==> src/alarm_map.svh <==
// Purpose: constants of the process alarm logic
// Assumes: process values are signed tenths of a degree
// Notes:   definitions only
`ifndef ALARM_MAP_SVH
`define ALARM_MAP_SVH
`define CLK_PERIOD_NS      20
`define MINUTE_NS          64'd60000000000
// cycles in one minute of loop-break timing
`define CYCLES_PER_MINUTE  (`MINUTE_NS / `CLK_PERIOD_NS)
`define PB_ZERO            16'h0000
`endif

==> src/alarm_pkg.sv <==
// Purpose: types of the process alarm logic
// Assumes: nothing
// Notes:   codes of functions and output sources
package alarm_pkg;
   typedef enum logic [2:0] {
      FN_OFF, FN_ABSOLUTE_LOW, FN_ABSOLUTE_HIGH, FN_DEVIATION,
      FN_DEVIATION_LOW, FN_DEVIATION_HIGH, FN_SENSOR_BREAK
   } alarm_fn_t;
   typedef enum logic [2:0] {
      SRC_CONTROL, SRC_ALARM_ONE, SRC_ALARM_TWO, SRC_ALARM_EITHER, SRC_LOOP_BREAK
   } out_src_t;
endpackage

==> src/process_alarm_logic.sv <==
// Purpose: two alarm units, loop-break timer and output routing
// Assumes: inputs synchronous to ref_clk_i at 50 MHz
// Notes:   pid_drive_i comes from the regulator outside this block
`timescale 1ns/1ns
`include "alarm_map.svh"
// How it works
// - two alarm units, routable to any output
// - each output carries exactly one selected source
// - zero proportional band selects on/off control
// - off function never asserts an alarm
// - absolute low: value below alarm setpoint
// - absolute high: value above alarm setpoint
// - differential setpoint is deviation from control setpoint
// - sensor break follows front end fault
// - both units share functions, own setpoints
// - high, band, deviation high also trip on fault
// - initial blocking hides alarm present at power-up
// - blocked alarm arms after condition seen false
// - sensor break ignores initial blocking
// - loop break when value idle too long
module process_alarm_logic #(
   parameter int W         = 16,                         // process value width
   parameter int N_OUT     = 4,                          // output channels
   parameter longint unsigned MINUTE_CYCLES = `CYCLES_PER_MINUTE // cycles per minute
) (
   input  wire logic                       ref_clk_i,          // system clock
   input  wire logic                       nrst_i,             // async reset, low
   input  wire logic                       ce_i,               // clock enable
   input  wire logic signed [W-1:0]        process_value_i,    // measured value
   input  wire logic                       sensor_fault_i,     // front end fault
   input  wire logic signed [W-1:0]        control_setpoint_i, // control target
   input  wire logic signed [W-1:0]        alarm_one_setpoint_i,
   input  wire logic signed [W-1:0]        alarm_two_setpoint_i,
   input  wire alarm_pkg::alarm_fn_t       alarm_one_fn_i,
   input  wire alarm_pkg::alarm_fn_t       alarm_two_fn_i,
   input  wire logic                       alarm_one_block_i,  // initial blocking
   input  wire logic                       alarm_two_block_i,
   input  wire logic [15:0]                proportional_band_i,
   input  wire logic                       pid_drive_i,        // regulator pulse
   input  wire logic [7:0]                 loop_break_interval_i, // minutes, 0 off
   input  wire alarm_pkg::out_src_t [N_OUT-1:0] out_src_i,     // source per channel
   output logic [N_OUT-1:0]                out_o,              // channel levels
   output logic                            alarm_one_o,
   output logic                            alarm_two_o,
   output logic                            loop_break_event_o,
   output logic                            on_off_mode_o       // 1 = on/off control
);
   import alarm_pkg::*;
   typedef struct packed {
      logic [N_OUT-1:0] out;
      logic             ctrl;      // control output level
      logic             loop_break_event;       // loop-break latched
      logic [63:0]      tick;      // cycles within a minute
      logic [7:0]       minutes;   // minutes without reaction
      logic signed [W-1:0] pv_ref; // value when timing started
      logic             onoff;
   } st_t;
   st_t st_r, st_nxt;
   logic a1, a2;

   ////////////////////////////////////////////////////////////
   // alarm units, same function set, own setpoint
   alarm_unit #(.W(W)) u_alarm_one (
      .ref_clk_i          (ref_clk_i),
      .nrst_i             (nrst_i),
      .ce_i               (ce_i),
      .function_i         (alarm_one_fn_i),
      .block_en_i         (alarm_one_block_i),
      .process_value_i    (process_value_i),
      .control_setpoint_i (control_setpoint_i),
      .setpoint_i         (alarm_one_setpoint_i),
      .sensor_fault_i     (sensor_fault_i),
      .alarm_o            (a1)
   );
   alarm_unit #(.W(W)) u_alarm_two (
      .ref_clk_i          (ref_clk_i),
      .nrst_i             (nrst_i),
      .ce_i               (ce_i),
      .function_i         (alarm_two_fn_i),
      .block_en_i         (alarm_two_block_i),
      .process_value_i    (process_value_i),
      .control_setpoint_i (control_setpoint_i),
      .setpoint_i         (alarm_two_setpoint_i),
      .sensor_fault_i     (sensor_fault_i),
      .alarm_o            (a2)
   );

   ////////////////////////////////////////////////////////////
   // control, loop-break timer and routing
   always_comb begin
      st_nxt = st_r;
      // on/off: heat while below target; else follow the regulator
      st_nxt.onoff = proportional_band_i == `PB_ZERO;
      st_nxt.ctrl  = st_nxt.onoff ? (process_value_i < control_setpoint_i) : pid_drive_i;
      // loop break: output driving but value unchanged for the interval
      if (loop_break_interval_i == 8'h00) begin
         st_nxt.loop_break_event     = 1'b0;
         st_nxt.tick    = '0;
         st_nxt.minutes = '0;
         st_nxt.pv_ref  = process_value_i;
      end else if (!st_r.ctrl || process_value_i != st_r.pv_ref) begin
         // the value reacted or output idle: restart timing
         st_nxt.loop_break_event     = 1'b0;
         st_nxt.tick    = '0;
         st_nxt.minutes = '0;
         st_nxt.pv_ref  = process_value_i;
      end else if (st_r.tick == 64'(MINUTE_CYCLES - 1)) begin
         st_nxt.tick = '0;
         if (st_r.minutes != 8'hff) begin
            st_nxt.minutes = st_r.minutes + 8'h01;
         end
         if (st_r.minutes + 8'h01 >= loop_break_interval_i) begin
            st_nxt.loop_break_event = 1'b1;
         end
      end else begin
         st_nxt.tick = st_r.tick + 64'h1;
      end
      // routing: one source per channel
      for (int i = 0; i < N_OUT; i++) begin
         unique case (out_src_i[i])
            SRC_CONTROL:      st_nxt.out[i] = st_r.ctrl;
            SRC_ALARM_ONE:    st_nxt.out[i] = a1;
            SRC_ALARM_TWO:    st_nxt.out[i] = a2;
            SRC_ALARM_EITHER: st_nxt.out[i] = a1 | a2;
            SRC_LOOP_BREAK:   st_nxt.out[i] = st_r.loop_break_event;
            default:          st_nxt.out[i] = 1'b0;
         endcase
      end
   end

   // state register, frozen while ce_i is low
   always_ff @(posedge ref_clk_i or negedge nrst_i) begin
      if (!nrst_i) begin
         st_r <= '0;
      end else if (ce_i) begin
         st_r <= st_nxt;
      end
   end

   assign out_o              = st_r.out;
   assign alarm_one_o        = a1;
   assign alarm_two_o        = a2;
   assign loop_break_event_o = st_r.loop_break_event;
   assign on_off_mode_o      = st_r.onoff;
endmodule

==> src/alarm_unit.sv <==
// Purpose: one alarm unit with comparison and initial blocking
// Assumes: inputs synchronous to ref_clk_i
// Notes:   alarm_o is registered
`timescale 1ns/1ns
`include "alarm_map.svh"
module alarm_unit #(
   parameter int W = 16                              // process value width
) (
   input  wire logic                ref_clk_i,       // system clock
   input  wire logic                nrst_i,          // async reset, low
   input  wire logic                ce_i,            // clock enable
   input  wire alarm_pkg::alarm_fn_t function_i,     // selected function
   input  wire logic                block_en_i,      // initial blocking enable
   input  wire logic signed [W-1:0] process_value_i, // measured value
   input  wire logic signed [W-1:0] control_setpoint_i,
   input  wire logic signed [W-1:0] setpoint_i,      // threshold or deviation
   input  wire logic                sensor_fault_i,  // front end fault flag
   output logic                     alarm_o          // alarm result
);
   import alarm_pkg::*;
   typedef struct packed {
      logic armed;   // blocking released
      logic alarm;   // registered result
   } st_t;
   st_t st_r, st_nxt;
   logic signed [W:0] lo_lim, hi_lim, pv;
   logic cond;

   ////////////////////////////////////////////////////////////
   // condition and blocking
   always_comb begin
      // sign-extended to the width of the limits so signed compares stay exact
      pv     = (W+1)'(process_value_i);
      // widened by one bit so setpoint +/- deviation cannot wrap
      lo_lim = (W+1)'(control_setpoint_i) - (W+1)'(setpoint_i);
      hi_lim = (W+1)'(control_setpoint_i) + (W+1)'(setpoint_i);
      cond   = 1'b0;
      unique case (function_i)
         FN_OFF:            cond = 1'b0;
         FN_ABSOLUTE_LOW:   cond = process_value_i < setpoint_i;
         FN_ABSOLUTE_HIGH:  cond = process_value_i > setpoint_i || sensor_fault_i;
         FN_DEVIATION:      cond = pv < lo_lim || pv > hi_lim || sensor_fault_i;
         FN_DEVIATION_LOW:  cond = pv < lo_lim;
         FN_DEVIATION_HIGH: cond = pv > hi_lim || sensor_fault_i;
         FN_SENSOR_BREAK:   cond = sensor_fault_i;
         default:           cond = 1'b0;
      endcase
      st_nxt = st_r;
      // arm once the condition has been seen false
      if (!cond) begin
         st_nxt.armed = 1'b1;
      end
      if (function_i == FN_SENSOR_BREAK || !block_en_i) begin
         st_nxt.alarm = cond;
      end else begin
         st_nxt.alarm = cond && st_r.armed;
      end
   end

   // state register, frozen while ce_i is low
   always_ff @(posedge ref_clk_i or negedge nrst_i) begin
      if (!nrst_i) begin
         st_r <= '0;
      end else if (ce_i) begin
         st_r <= st_nxt;
      end
   end
   assign alarm_o = st_r.alarm;
endmodule

==> config.mk <==
export PLATFORM = sky130hd
export DESIGN_NAME = process_alarm_logic
export DESIGN_NICKNAME = d
export VERILOG_FILES = /design/src/alarm_pkg.sv /design/src/process_alarm_logic.sv /design/src/alarm_unit.sv
export VERILOG_INCLUDE_DIRS = /design/src
export SDC_FILE = /design/constraint.sdc
export NUM_CORES = 1
export LEC_CHECK = 0
export CORE_MARGIN = 1.5
export CORE_UTILIZATION = 45
export DETAILED_ROUTE_END_ITERATION = 6
export DONT_BUFFER_PORTS = 1
export HOLD_SLACK_MARGIN = 0.08
export PLACE_DENSITY = 0.72
export SYNTH_ARGS = -nofsm -noshare
export SYNTH_HDL_FRONTEND = slang
export SYNTH_SLANG_ARGS = --single-unit
==> constraint.sdc <==
create_clock -name ref_clk_i -period 3.6 [get_ports ref_clk_i]
set_input_delay 0.54 -clock ref_clk_i [delete_from_list [all_inputs] [get_ports ref_clk_i]]
set_output_delay 0.54 -clock ref_clk_i [all_outputs]
set_load 0.1 [all_outputs]
======== Word level (Yosys, flattened, before mapping) ========
Cells that the tools add are included.
storage, ports and cells
  register bits after elaboration ......... 99
  output and inout port bits .............. 8
  input bits .............................. 113
  logic and storage cells ................. 109
operators by class
  bitwise operators ....................... 3
  add/sub/neg operators ................... 6
  equality and inequality tests ........... 31
  $lt $le $gt $ge ......................... 10
  mux-type cells .......................... 17
  reductions and logical operators ........ 31
operators with widths
  kind                                             number
  two-way mux 89 bit                               1
  two-way mux 73 bit                               1
  adder 64 x 1 -> 64 bit, second input constant    1
  == test 64 x 32 -> 1 bit, second input constant  1
  two-way mux 64 bit                               1
  less-than comparator 16 bit                      3
  == test 3 x 2 -> 1 bit, second input constant    12
  adder 16 x 16 -> 17 bit                          2
  > comparator 16 x 17 -> 1 bit                    2
  less-than comparator 16 x 17 -> 1 bit            2
  subtractor 16 x 16 -> 17 bit                     2
  > comparator 16 bit                              2
  == test 3 bit, second input constant             10
  case mux 1 bit (5 select lines)                  4
  == test 3 x 1 -> 1 bit, second input constant    6
  zero test 16 bit                                 1
  two-way mux 16 bit                               1
  two-way mux 8 bit                                2
  inequality test 16 bit                           1
  zero test 3 bit                                  4
  case mux 1 bit (6 select lines)                  2
  logical OR 1 bit                                 11
  nonzero test 3 bit                               3
  adder 8 x 1 -> 8 bit, second input constant      1
  11 further kinds                                 22

======== Logic depth before layout (Yosys ltp) ========
Gate-level depths: netlist of run 1.
  word-level depth ........................ 7
  mapped depth ............................ 18
  mapped depth without buffers ............ 18

======== Modules after synthesis ========
A second synthesis of run 1 with hierarchy kept.
second synthesis, totals
  cell total of the unflattened synthesis .. 1338
  area, all modules ....................... 11323.4 sq um
modules (own cells, without submodules)
  module                     seq. area each (sq um)  times used  area each (sq um)  cells an instance
  process_alarm_logic        2377.3                  1           5786.8             620
  alarm_unit at u_alarm_one  50.0                    1           2801.4             362
  alarm_unit at u_alarm_two  50.0                    1           2735.1             356

======== Worst setup path before layout of run 1 ========
OpenSTA, ideal clock, no wires.
  path kind ............................... in2reg
  from .................................... input port control_setpoint_i[1]
  to ...................................... register u_alarm_one.st_r, in the netlist u_alarm_one.alarm_o
  arrival ................................. 3919 ps
  cell stages on the path ................. 17
  slack ................................... -448 ps
  data required time ...................... 3471 ps
  cell sequence ........................... inv_1 fa_1 or2_0 a221oi_1 nor2_1 o41a_1 o21ai_1 a21oi_1 xnor2_1 ha_1 and4_1 nand3_1 o31a_1 o31ai_1 o2111ai_1 a2111oi_4 nor2_1
between the ends
  word-level cells in the longest chain between the ends .. 7
RTL lines
  item                                                                                    line                                                  text
  start, declared                                                                         process_alarm_logic.sv:31                             input wire logic signed [W-1:0] control_setpoint_i,
  subtractor 16 x 16 -> 17 bit or adder 16 x 16 -> 17 bit (tied branches)                 alarm_unit.sv:35, alarm_unit.sv:36
  less-than comparator 16 x 17 -> 1 bit or > comparator 16 x 17 -> 1 bit (tied branches)  alarm_unit.sv:42, alarm_unit.sv:43, alarm_unit.sv:44
  logical OR 1 bit (2 in series)                                                          alarm_unit.sv:42                                      FN_DEVIATION: cond = pv < lo_lim || pv > hi_lim || sensor_fault_i;
  case mux 1 bit (6 select lines) (*)                                                     alarm_unit.sv:38                                      unique case (function_i)
  logical AND 1 bit                                                                       alarm_unit.sv:56                                      st_nxt.alarm = cond && st_r.armed;
  two-way mux 1 bit (*)                                                                   alarm_unit.sv:53                                      if (function_i == FN_SENSOR_BREAK || !block_en_i) begin
  end signal, assigned                                                                    alarm_unit.sv:65                                      st_r <= st_nxt;
  end, declared                                                                           alarm_unit.sv:25                                      st_t st_r, st_nxt;
Every way passes the cells marked *; elsewhere a longest branch is shown, timed or not.
A chain may end at the register's enable or synchronous reset.

======== Final worst setup path of run 1 ========
  from .................................... input port control_setpoint_i[1]
  to ...................................... register u_alarm_two.st_r, in the netlist u_alarm_two.alarm_o
between the ends
  word-level cells in the longest chain between the ends .. 7
RTL lines
  item                                                                                    line
  subtractor 16 x 16 -> 17 bit or adder 16 x 16 -> 17 bit (tied branches)                 alarm_unit.sv:35, alarm_unit.sv:36
  less-than comparator 16 x 17 -> 1 bit or > comparator 16 x 17 -> 1 bit (tied branches)  alarm_unit.sv:42, alarm_unit.sv:43, alarm_unit.sv:44
  logical OR 1 bit (2 in series)                                                          alarm_unit.sv:42
  case mux 1 bit (6 select lines) (*)                                                     alarm_unit.sv:38
  logical AND 1 bit                                                                       alarm_unit.sv:56
  two-way mux 1 bit (*)                                                                   alarm_unit.sv:53
  end signal, assigned                                                                    alarm_unit.sv:65
  end, declared                                                                           alarm_unit.sv:25
Marked as above.

==> results of run 1 <==
## worst paths after layout
path | start | cells after the start | slack [ps] | end
worst min register to register | u_alarm_two.st_r[1] | 1 | 490 | u_alarm_two.st_r[1]
max in group asynchronous | nrst_i | 1 | 3110 | st_r[31]
worst max register to register | st_r[25] | 8 | 730 | st_r[83]
worst min-delay path | nrst_i | 1 | 100 | st_r[7]
worst max-delay path | control_setpoint_i[1] | 18 | -60 | u_alarm_two.alarm_o
min in group ref_clk_i | ce_i | 1 | 270 | out_o[2]
## per-layer routing
layer | vias up | part of all wire | track usage
met5 | - | 0 | 0
met4 | 0 | 0.036 | 0.0943
met3 | 67 | 0.061 | 0.0462
met2 | 266 | 0.47 | 0.411
met1 | 4886 | 0.43 | 0.304
li1 | 5002 | - | -
## cells by family after synthesis
family | Yosys count | synth area share
adders and majority gates | 191 | 0.217
muxes | 25 | 0.0248
xor gates and xnor gates | 115 | 0.0902
DFF | 99 | 0.222
and+or+nand+nor | 453 | 0.215
buffers and inverters | 147 | 0.0532
AOI/OAI and AO/OA | 302 | 0.178
## final cells by class
| class | count | area [um^2] |
|---|---|---|
| clock inverter | 7 | 88.8 |
| fill | 2222 | 11500 |
| clock buffer | 9 | 225 |
| multi-input combinational | 1086 | 8290 |
| antenna | 1 | 2.50 |
| tap | 324 | 405 |
| inverter | 108 | 409 |
| timing repair buffer | 116 | 898 |
| sequential | 99 | 2480 |
## worst max-delay path, cell delays in order
cell        delay [ps]
clkinvlp_4         120
buf_6              150
buf_6              100
fa_2               360
nor2b_2            140
o31a_1             220
o2111ai_4          180
a2111oi_4          410
o21ai_2            110
a31o_2             270
ha_4               270
nand3_2             70
nor3_2             140
nand4_1            110
o211ai_1           210
mux2i_1            200
nand4b_1           140
o211a_1            150
## stage by stage
step / cells / instance area (um^2) / util / hold WS, ps / setup TNS [ps]
6_report: 1750 / 12800 / 0.526 / 104 / -162
5_1_grt: 1749 / 12800 / 0.526 / 132 / -890
4_1_cts: 1742 / 12600 / 0.518 / 141 / -127
3_5_place_dp: 1724 / 12200 / 0.503 / 253 / -1590
3_3_place_gp: 1724 / 12200 / 0.503 / 253 / -1240
2_1_floorplan: 1332 / 11200 / - / 244 / -292
## flip-flops by register name, indices dropped and copies added (netlist names)
register             count
u_alarm_two.st_r         1
u_alarm_one.st_r         1
on_off_mode_o            1
out_o                    4
u_alarm_two.alarm_o      1
u_alarm_one.alarm_o      1
loop_break_event_o       1
st_r                    89
## repair_timing
item / 4_1_cts / 5_1_grt
gates resized for setup: 3 / 31
hold buffers: 1 / 0
setup buffers: 1 / 7
endpoints found under the hold margin: 99 / 0
setup endpoints to repair: 3 / 4
pin swaps: 4 / 23
## placed cells by master, fill, tap and decap left out, types with 14 or more instances in the layout
cell type / synthesis / layout
nand4_1: 42 / 42
nand2b_1: 20 / 20
o21ai_0: 65 / 61
xnor2_1: 76 / 76
nor2_1: 117 / 115
nor4_1: 18 / 17
buf_4: 7 / 113
dfrtp_1: 99 / 99
nor3_1: 29 / 28
nand2_1: 74 / 73
nand3_1: 48 / 46
ha_1: 187 / 184
xor2_1: 39 / 39
nor2b_1: 16 / 14
mux2_2: 17 / 17
a21o_1: 20 / 20
a21oi_1: 81 / 76
inv_1: 107 / 104
or3_1: 14 / 14
## report_power, final
group / total (uW) / switching (uW) / internal (uW)
Combinational: 1430 / 728 / 699
Sequential: 1260 / 122 / 1140
Clock: 1040 / 482 / 560
Total: 3730 / 1330 / 2400
==> impl_metrics.toml, run 1 <==
[routing]
drtPass1Iterations = 5
antenna_left = 0
dr.first_iter.drc_count = 560
via_per_inst = 5.84
wl_mm = 31.3
num_vias = 10200
wl_per_cell_um = 17.9
route.detailed.drc = 0

[run_status]
status = "complete, but fails checks"
failed_checks = "setup timing"

[timing]
rsz0062_at_grt = "yes"
tightest_slew_ps = 1190
fin_ws_ps = -64.0
slew_headroom = 0.208
skew_ps = 10.3
finalSetupViolCount = 3
fmax_mhz = 273
timing.final.crit_share = 1.02
drv_slew = 0
min_period_ps = 3660
hold_viol = 0

[clocking]
clk_latency_ps = 350
cts_buffers = 9
cts.sinks = 99
cts.clk_slew.worst_paths_ps = 80
cts_tree = "done"
max-clock-path-buffers = 2
ctsHtreeMaxLevel = 3
cts_root_buf = "clkbuf_16"

[setup_path]
cp-start-kind = "input pin"
crit_path_end_kind = "register"
criticalPathCategory = "in2reg"
cp_max_fo = 5
cp.required_ps = 3850
crit_arrival_ps = 3910

[floorplanning]
initial_core_util = 0.459
die_h_um = 161
ios = 121
rows = 57
die_area_um2 = 25800
dieWidth_um = 161
core-area_um2 = 24300

[yosys]
synth_warnings = 0
synthCells = 1332
synth_seq_cells = 99
avgSynthCellArea_um2 = 8.38
synth-async-reset-ratio = 1.00
synth_edf_count = 0
yosys-top-cells-count = "ha_1 (187), nor2_1 (117), inv_1 (107)"
synth_nets = 1636
synth_ff_type = "dfrtp_1"
ys_seq_area_frac = 0.222
yosys.cell_count.top_type = "ha_1"
yosysTopAreaCellShare = 0.222
synth.area.top_cells = "dfrtp_1 (22%), ha_1 (21%), xnor2_1 (6.0%), nor2_1 (3.9%), a21oi_1 (3.6%)"
netlist_area_um2 = 11200
yosysUniqueCellTypes = 82
synth_largest_area_cell = "dfrtp_1"

[placed_design]
gp_congestion = 0.946
port_buffers = 0
hpwl_mm = 24.9
post-place-ws_ps = -487

[cells_and_area]
syn2layout_area_growth_pct = 14.6
drive_above_1_share = 0.150
nets = 1724

[global_route]
grt_first_pass_wirelength_mm = 50.2
grt_max_degree = 100
grt.overflow.total = 0
grt_pass1_vias = 10200
antenna_found_initial = 2
grt_use_total = 0.243

[hold_path]
hold_class = "in2async"

[power_and_ir_drop]
p_per_area_nw_per_um2 = 291
power_uw = 3730
p_leak_uw = 0.00586
ir_drop_mv = 0.208

[run]
cap_violations = 0
Power figures use the tool's default switching activity.
==> run 2, diff against run 1 <==
Settings changed: CTS_CLUSTER_DIAMETER from default to 60, SETUP_SLACK_MARGIN from default to 0.1.
==> run 2 against run 1 <==
- the flow still finishes with violations (setup timing)
- cell area rose by 0.46%
- critical path type unchanged
- setup slack improved by 50 ps
- final cell count is 0.40% higher
- via count shrank 0.49%
- largest cell class unchanged
- core utilization increased by 0.24 points
- critical path depth is the same
- sequential power hardly changed
- clock power shrank 9%
- routed wire length fell by 1.2%
- power decreased by 2.5%
- hold slack got worse by 9.3 ps
==> impl_metrics.toml, run 2 (synthesis results as in run 1) <==
[clocking]
cts.clk_slew.worst_paths_ps = 70
cts_root_buf = "clkbuf_16"
max-clock-path-buffers = 2
clk_latency_ps = 350
cts.sinks = 99
cts_tree = "done"
ctsHtreeMaxLevel = 3
cts_buffers = 9

[cells_and_area]
fillers = 2223
stdcell_count = 1757
drive_above_1_share = 0.156
nets = 1731
syn2layout_area_growth_pct = 15.2
mostFrequentLayoutCell = "ha_1"
top_register = "st_r"
layout_common_cells = "ha_1 (183), buf_4 (119), nor2_1 (116)"
fin_area_um2 = 12900
largest_register_ffs = 89

[routing]
wl_per_cell_um = 17.6
num_vias = 10200
wl_mm = 30.9
dr.first_iter.drc_count = 522
route.detailed.drc = 0
via_per_inst = 5.79
antenna_left = 0
drtPass1Iterations = 5

[setup_path]
crit_path_end_kind = "register"
criticalPathCategory = "in2reg"
cp.required_ps = 3830
cp_max_fo = 4
cp-start-kind = "input pin"
crit_arrival_ps = 3850

[power_and_ir_drop]
p_per_area_nw_per_um2 = 283
p_leak_uw = 0.00588
ir_drop_mv = 0.235

[floorplanning]
initial_core_util = 0.459
die_h_um = 161
rows = 57
core-area_um2 = 24300
dieWidth_um = 161
ios = 121
die_area_um2 = 25800

[timing]
tightest_slew_ps = 1180
fin_ws_ps = -14.4
hold_viol = 0
skew_ps = 11.0
rsz0062_at_grt = "yes"
timing.final.crit_share = 1.00
fmax_mhz = 277
finalSetupViolCount = 2
drv_slew = 0
slew_headroom = 0.212
min_period_ps = 3610

[global_route]
antenna_found_initial = 1
grt_use_total = 0.240
grt.overflow.total = 0
grt_pass1_vias = 10100
grt_first_pass_wirelength_mm = 50.0
grt_max_degree = 100

[hold_path]
hold_class = "in2async"

[placed_design]
gp_congestion = 0.960
port_buffers = 0
place_area_um2 = 12300
dp.cells = 1727
hpwl_mm = 24.9

[run]
cap_violations = 0

[run_status]
status = "complete, but fails checks"
failed_checks = "setup timing"
==> run 2: cell count changes in the layout (fill, tap and decap cells not counted), sizes merged <==
cell      change
inv           -1
bufinv        -1
clkinv        +1
clkinvlp      +1
buf           +7
==> run 2: critical path, stage by stage <==
cell	delay, ps
ha_4	110
inv_2	40
fa_2	380
or2_1	240
a221oi_2	270
nor2_1	100
o41a_1	380
o21ai_1	190
a21oi_2	80
xnor2_1	130
ha_1	290
and4_1	180
nand3_2	90
o31a_1	300
o31ai_2	70
o2111ai_2	170
a2111oi_4	240
nor2_1	80
==> run 2: power breakdown <==
| part | leakage [uW] | internal, uW | switching [uW] |
|---|---|---|---|
| clock network | 0.000135 | 480 | 462 |
| logic | 0.00442 | 702 | 730 |
| registers | 0.00132 | 1140 | 122 |
| total | 0.00588 | 2320 | 1310 |
==> run 2: worst paths after layout <==
path | startpoint | to | cells after the start | slack (ps)
min in group ref_clk_i | ce_i | out_o[1] | 1 | 270
max | control_setpoint_i[0] | u_alarm_one.alarm_o | 18 | -10
min | nrst_i | st_r[17] | 1 | 90
min reg2reg | u_alarm_two.st_r[1] | u_alarm_two.st_r[1] | 1 | 480
max reg2reg | st_r[25] | st_r[62] | 9 | 830
max in group asynchronous | nrst_i | st_r[5] | 1 | 3080
==> run 2: what timing repair did <==
action	in CTS	in global routing
resized for setup	11	23
setup endpoints to repair	4	4
hold endpoints to repair	99	0
buffers inserted	9	3
hold buffers	1	0
pin swaps	16	21
==> run 2: metal layers <==
| metal | wire length, um | track usage | vias to the layer above |
|---|---|---|---|
| met2 | 14900 | 0.414 | 245 |
| met5 | 0 | 0 | - |
| met3 | 1740 | 0.0405 | 44 |
| met4 | 759 | 0.0748 | 0 |
| met1 | 13600 | 0.305 | 4866 |
| li1 | - | - | 5016 |
==> run 2: layout make-up <==
cell class	instances	area (um^2)	area share
Multi-Input combinational cell	1086	8310	0.647
Sequential cell	99	2480	0.193
Tap cell	324	405	0.0315
Inverter	108	409	0.0318
Antenna cell	1	2.50	0.000195
Clock inverter	7	57.6	0.00448
Timing Repair Buffer	123	963	0.0749
Clock buffer	9	225	0.0175
==> run 2: metrics by stage <==
| step | utilization | worst slack [ps] | total power (uW) | hold slack, ps | setup TNS, ps |
|---|---|---|---|---|---|
| 2_1_floorplan | - | -116 | 2210 | 244 | -292 |
| 3_3_place_gp | 0.505 | -395 | 2580 | 253 | -1310 |
| 3_5_place_dp | 0.505 | -445 | 2610 | 250 | -1590 |
| 4_1_cts | 0.522 | 16.7 | 3610 | 141 | 0 |
| 5_1_grt | 0.528 | -221 | 3870 | 148 | -581 |
| 6_report | 0.529 | -14.4 | 3640 | 95.0 | -28.4 |
==> run 3, diff against run 2 <==
Settings changed: CTS_CLUSTER_SIZE from default to 30, RECOVER_POWER from default to 25, SLEW_MARGIN from default to 15.
==> run 3 against run 2 <==
- the flow finishes with violations (capacitance limit, slew limit, setup timing)
- flip-flop and latch count unchanged
- global-route usage unchanged
- sequential share of layout area about the same
- combinational power about the same
- cell area down 0.18%
- fmax down 0.29%
- critical path depth unchanged
- via count up 0.17%
- routed wire length up 0.45%
- register-to-register slack about the same
- final cell count unchanged
- hold slack better by 180 ps
==> impl_metrics.toml, run 3 (synthesis results as in run 1) <==
[power_and_ir_drop]
p_per_area_nw_per_um2 = 283
p_leak_uw = 0.00587
ir_drop_mv = 0.236

[run_status]
failed_checks = "capacitance limit, slew limit, setup timing"
status = "complete, but fails checks"

[setup_path]
crit_chain = "ha_4, inv_2, fa_2, or2_1, a221oi_2, nor2_1, o41a_1, o21ai_1, a21oi_2, xnor2_1, ha_1, and4_1, nand3_2, o31a_1, o31ai_2, o2111ai_2, a2111oi_4, or2_1"
crit_top_cell = "or2_1"
crit_arrival_ps = 3920
crit_path_end_kind = "register"
cp-start-kind = "input pin"
crit_family = "compound AO/OA/AOI/OAI gates"
r2r_start = "st_r[25]"
criticalPathCategory = "in2reg"
cp_max_fo = 4
critical_path_buf_inv_count = 1
cp-startpoint = "control_setpoint_i[0]"
cp.required_ps = 3900
slowest_delay_ps = 380
cp_slowest_cell = "fa_2"

[global_route]
use_met1 = 0.305
grt_use_total = 0.240
top_usage_layer = "met2"
grt.overflow.total = 0
grt_use_met2 = 0.414
antenna_found_initial = 1
grt_use_met3 = 0.0405
grt_max_degree = 100
grt_first_pass_wirelength_mm = 50.0
grt_pass1_vias = 10100

[clocking]
cts.clk_slew.worst_paths_ps = 70
clk_latency_ps = 350
cts_root_buf = "clkbuf_16"
cts.sinks = 99
cts_buffers = 9
cts_tree = "done"
ctsHtreeMaxLevel = 3
max-clock-path-buffers = 2

[cells_and_area]
nets = 1731
layout_common_cells = "ha_1 (183), buf_4 (119), nor2_1 (116)"
syn2layout_area_growth_pct = 15.0
fin_area_um2 = 12800
top_register = "st_r"
stdcell_count = 1757
largest_register_ffs = 89
mostFrequentLayoutCell = "ha_1"
drive_above_1_share = 0.156

[floorplanning]
rows = 57
initial_core_util = 0.459
die_area_um2 = 25800
die_h_um = 161
dieWidth_um = 161
core-area_um2 = 24300
ios = 121

[timing]
finalSetupViolCount = 2
timing.final.crit_share = 1.01
slew_headroom = -0.684
skew_ps = 11.6
min_period_ps = 3630
tightest_slew_ps = 2530
fin_ws_ps = -25.1
fmax_mhz = 276
rsz0062_at_grt = "yes"
drv_slew = 100
hold_viol = 0

[routing]
wl_per_cell_um = 17.7
dr.first_iter.drc_count = 480
via_per_inst = 5.80
antenna_left = 0
route.detailed.drc = 0
wl_mm = 31.1
drtPass1Iterations = 4
num_vias = 10200

[run]
cap_violations = 1

[hold_path]
hold_class = "in2reg"
holdCritStartpoint = "ce_i"

[placed_design]
post-place-ws_ps = -445
gp_congestion = 0.960
dp.cells = 1727
port_buffers = 0
hpwl_mm = 24.9
place_area_um2 = 12300
[run 3: changes by cell type in the layout (fill, tap and decap cells not counted)]
cell / before / now
buf_16: 1 / 0
clkbuf_2: 0 / 1
[run 3: power breakdown]
part	switching [uW]	internal (uW)
registers	121	1140
clock network	462	480
logic	732	700
total	1320	2320
[run 3: cell type report]
class / count / area [um^2]
timing repair buffer: 123 / 941
clock buffer: 9 / 225
tap: 324 / 405
fill: 2226 / 11500
clock inverter: 7 / 57.6
inverter: 108 / 409
sequential: 99 / 2480
multi-input combinational: 1086 / 8310
antenna: 1 / 2.50
[run 3: worst paths after layout]
path / slack [ps] / end / depth (start not counted)
max in group asynchronous: 1170 / st_r[81] / 1
min: 270 / out_o[1] / 1
min in group asynchronous: 950 / st_r[17] / 1
max reg2reg: 820 / st_r[38] / 9
min reg2reg: 480 / u_alarm_two.st_r[1] / 1
max: -30 / u_alarm_one.st_r[1] / 18
[run 3: per-layer routing]
| layer | up-vias | wire (um) |
|---|---|---|
| met5 | - | 0 |
| li1 | 5014 | - |
| met1 | 4896 | 13700 |
| met3 | 46 | 1670 |
| met2 | 232 | 14900 |
| met4 | 0 | 787 |
[run 3: timing repair]
action,CTS,global route
hold endpoints to repair,99,0
setup buffers,9,3
resized for setup,11,23
hold buffers,1,0
pin swaps,16,21
endpoints found under the setup margin,4,4
[run 3: through the flow]
step / power, uW / hold slack (ps) / util / TNS (ps)
floorplan: 2210 / 244 / - / -292
global placement: 2580 / 253 / 0.505 / -1310
detailed placement: 2610 / 250 / 0.505 / -1590
CTS: 3610 / 141 / 0.522 / 0
global route: 3870 / 260 / 0.528 / -581
finish: 3630 / 272 / 0.528 / -50.1
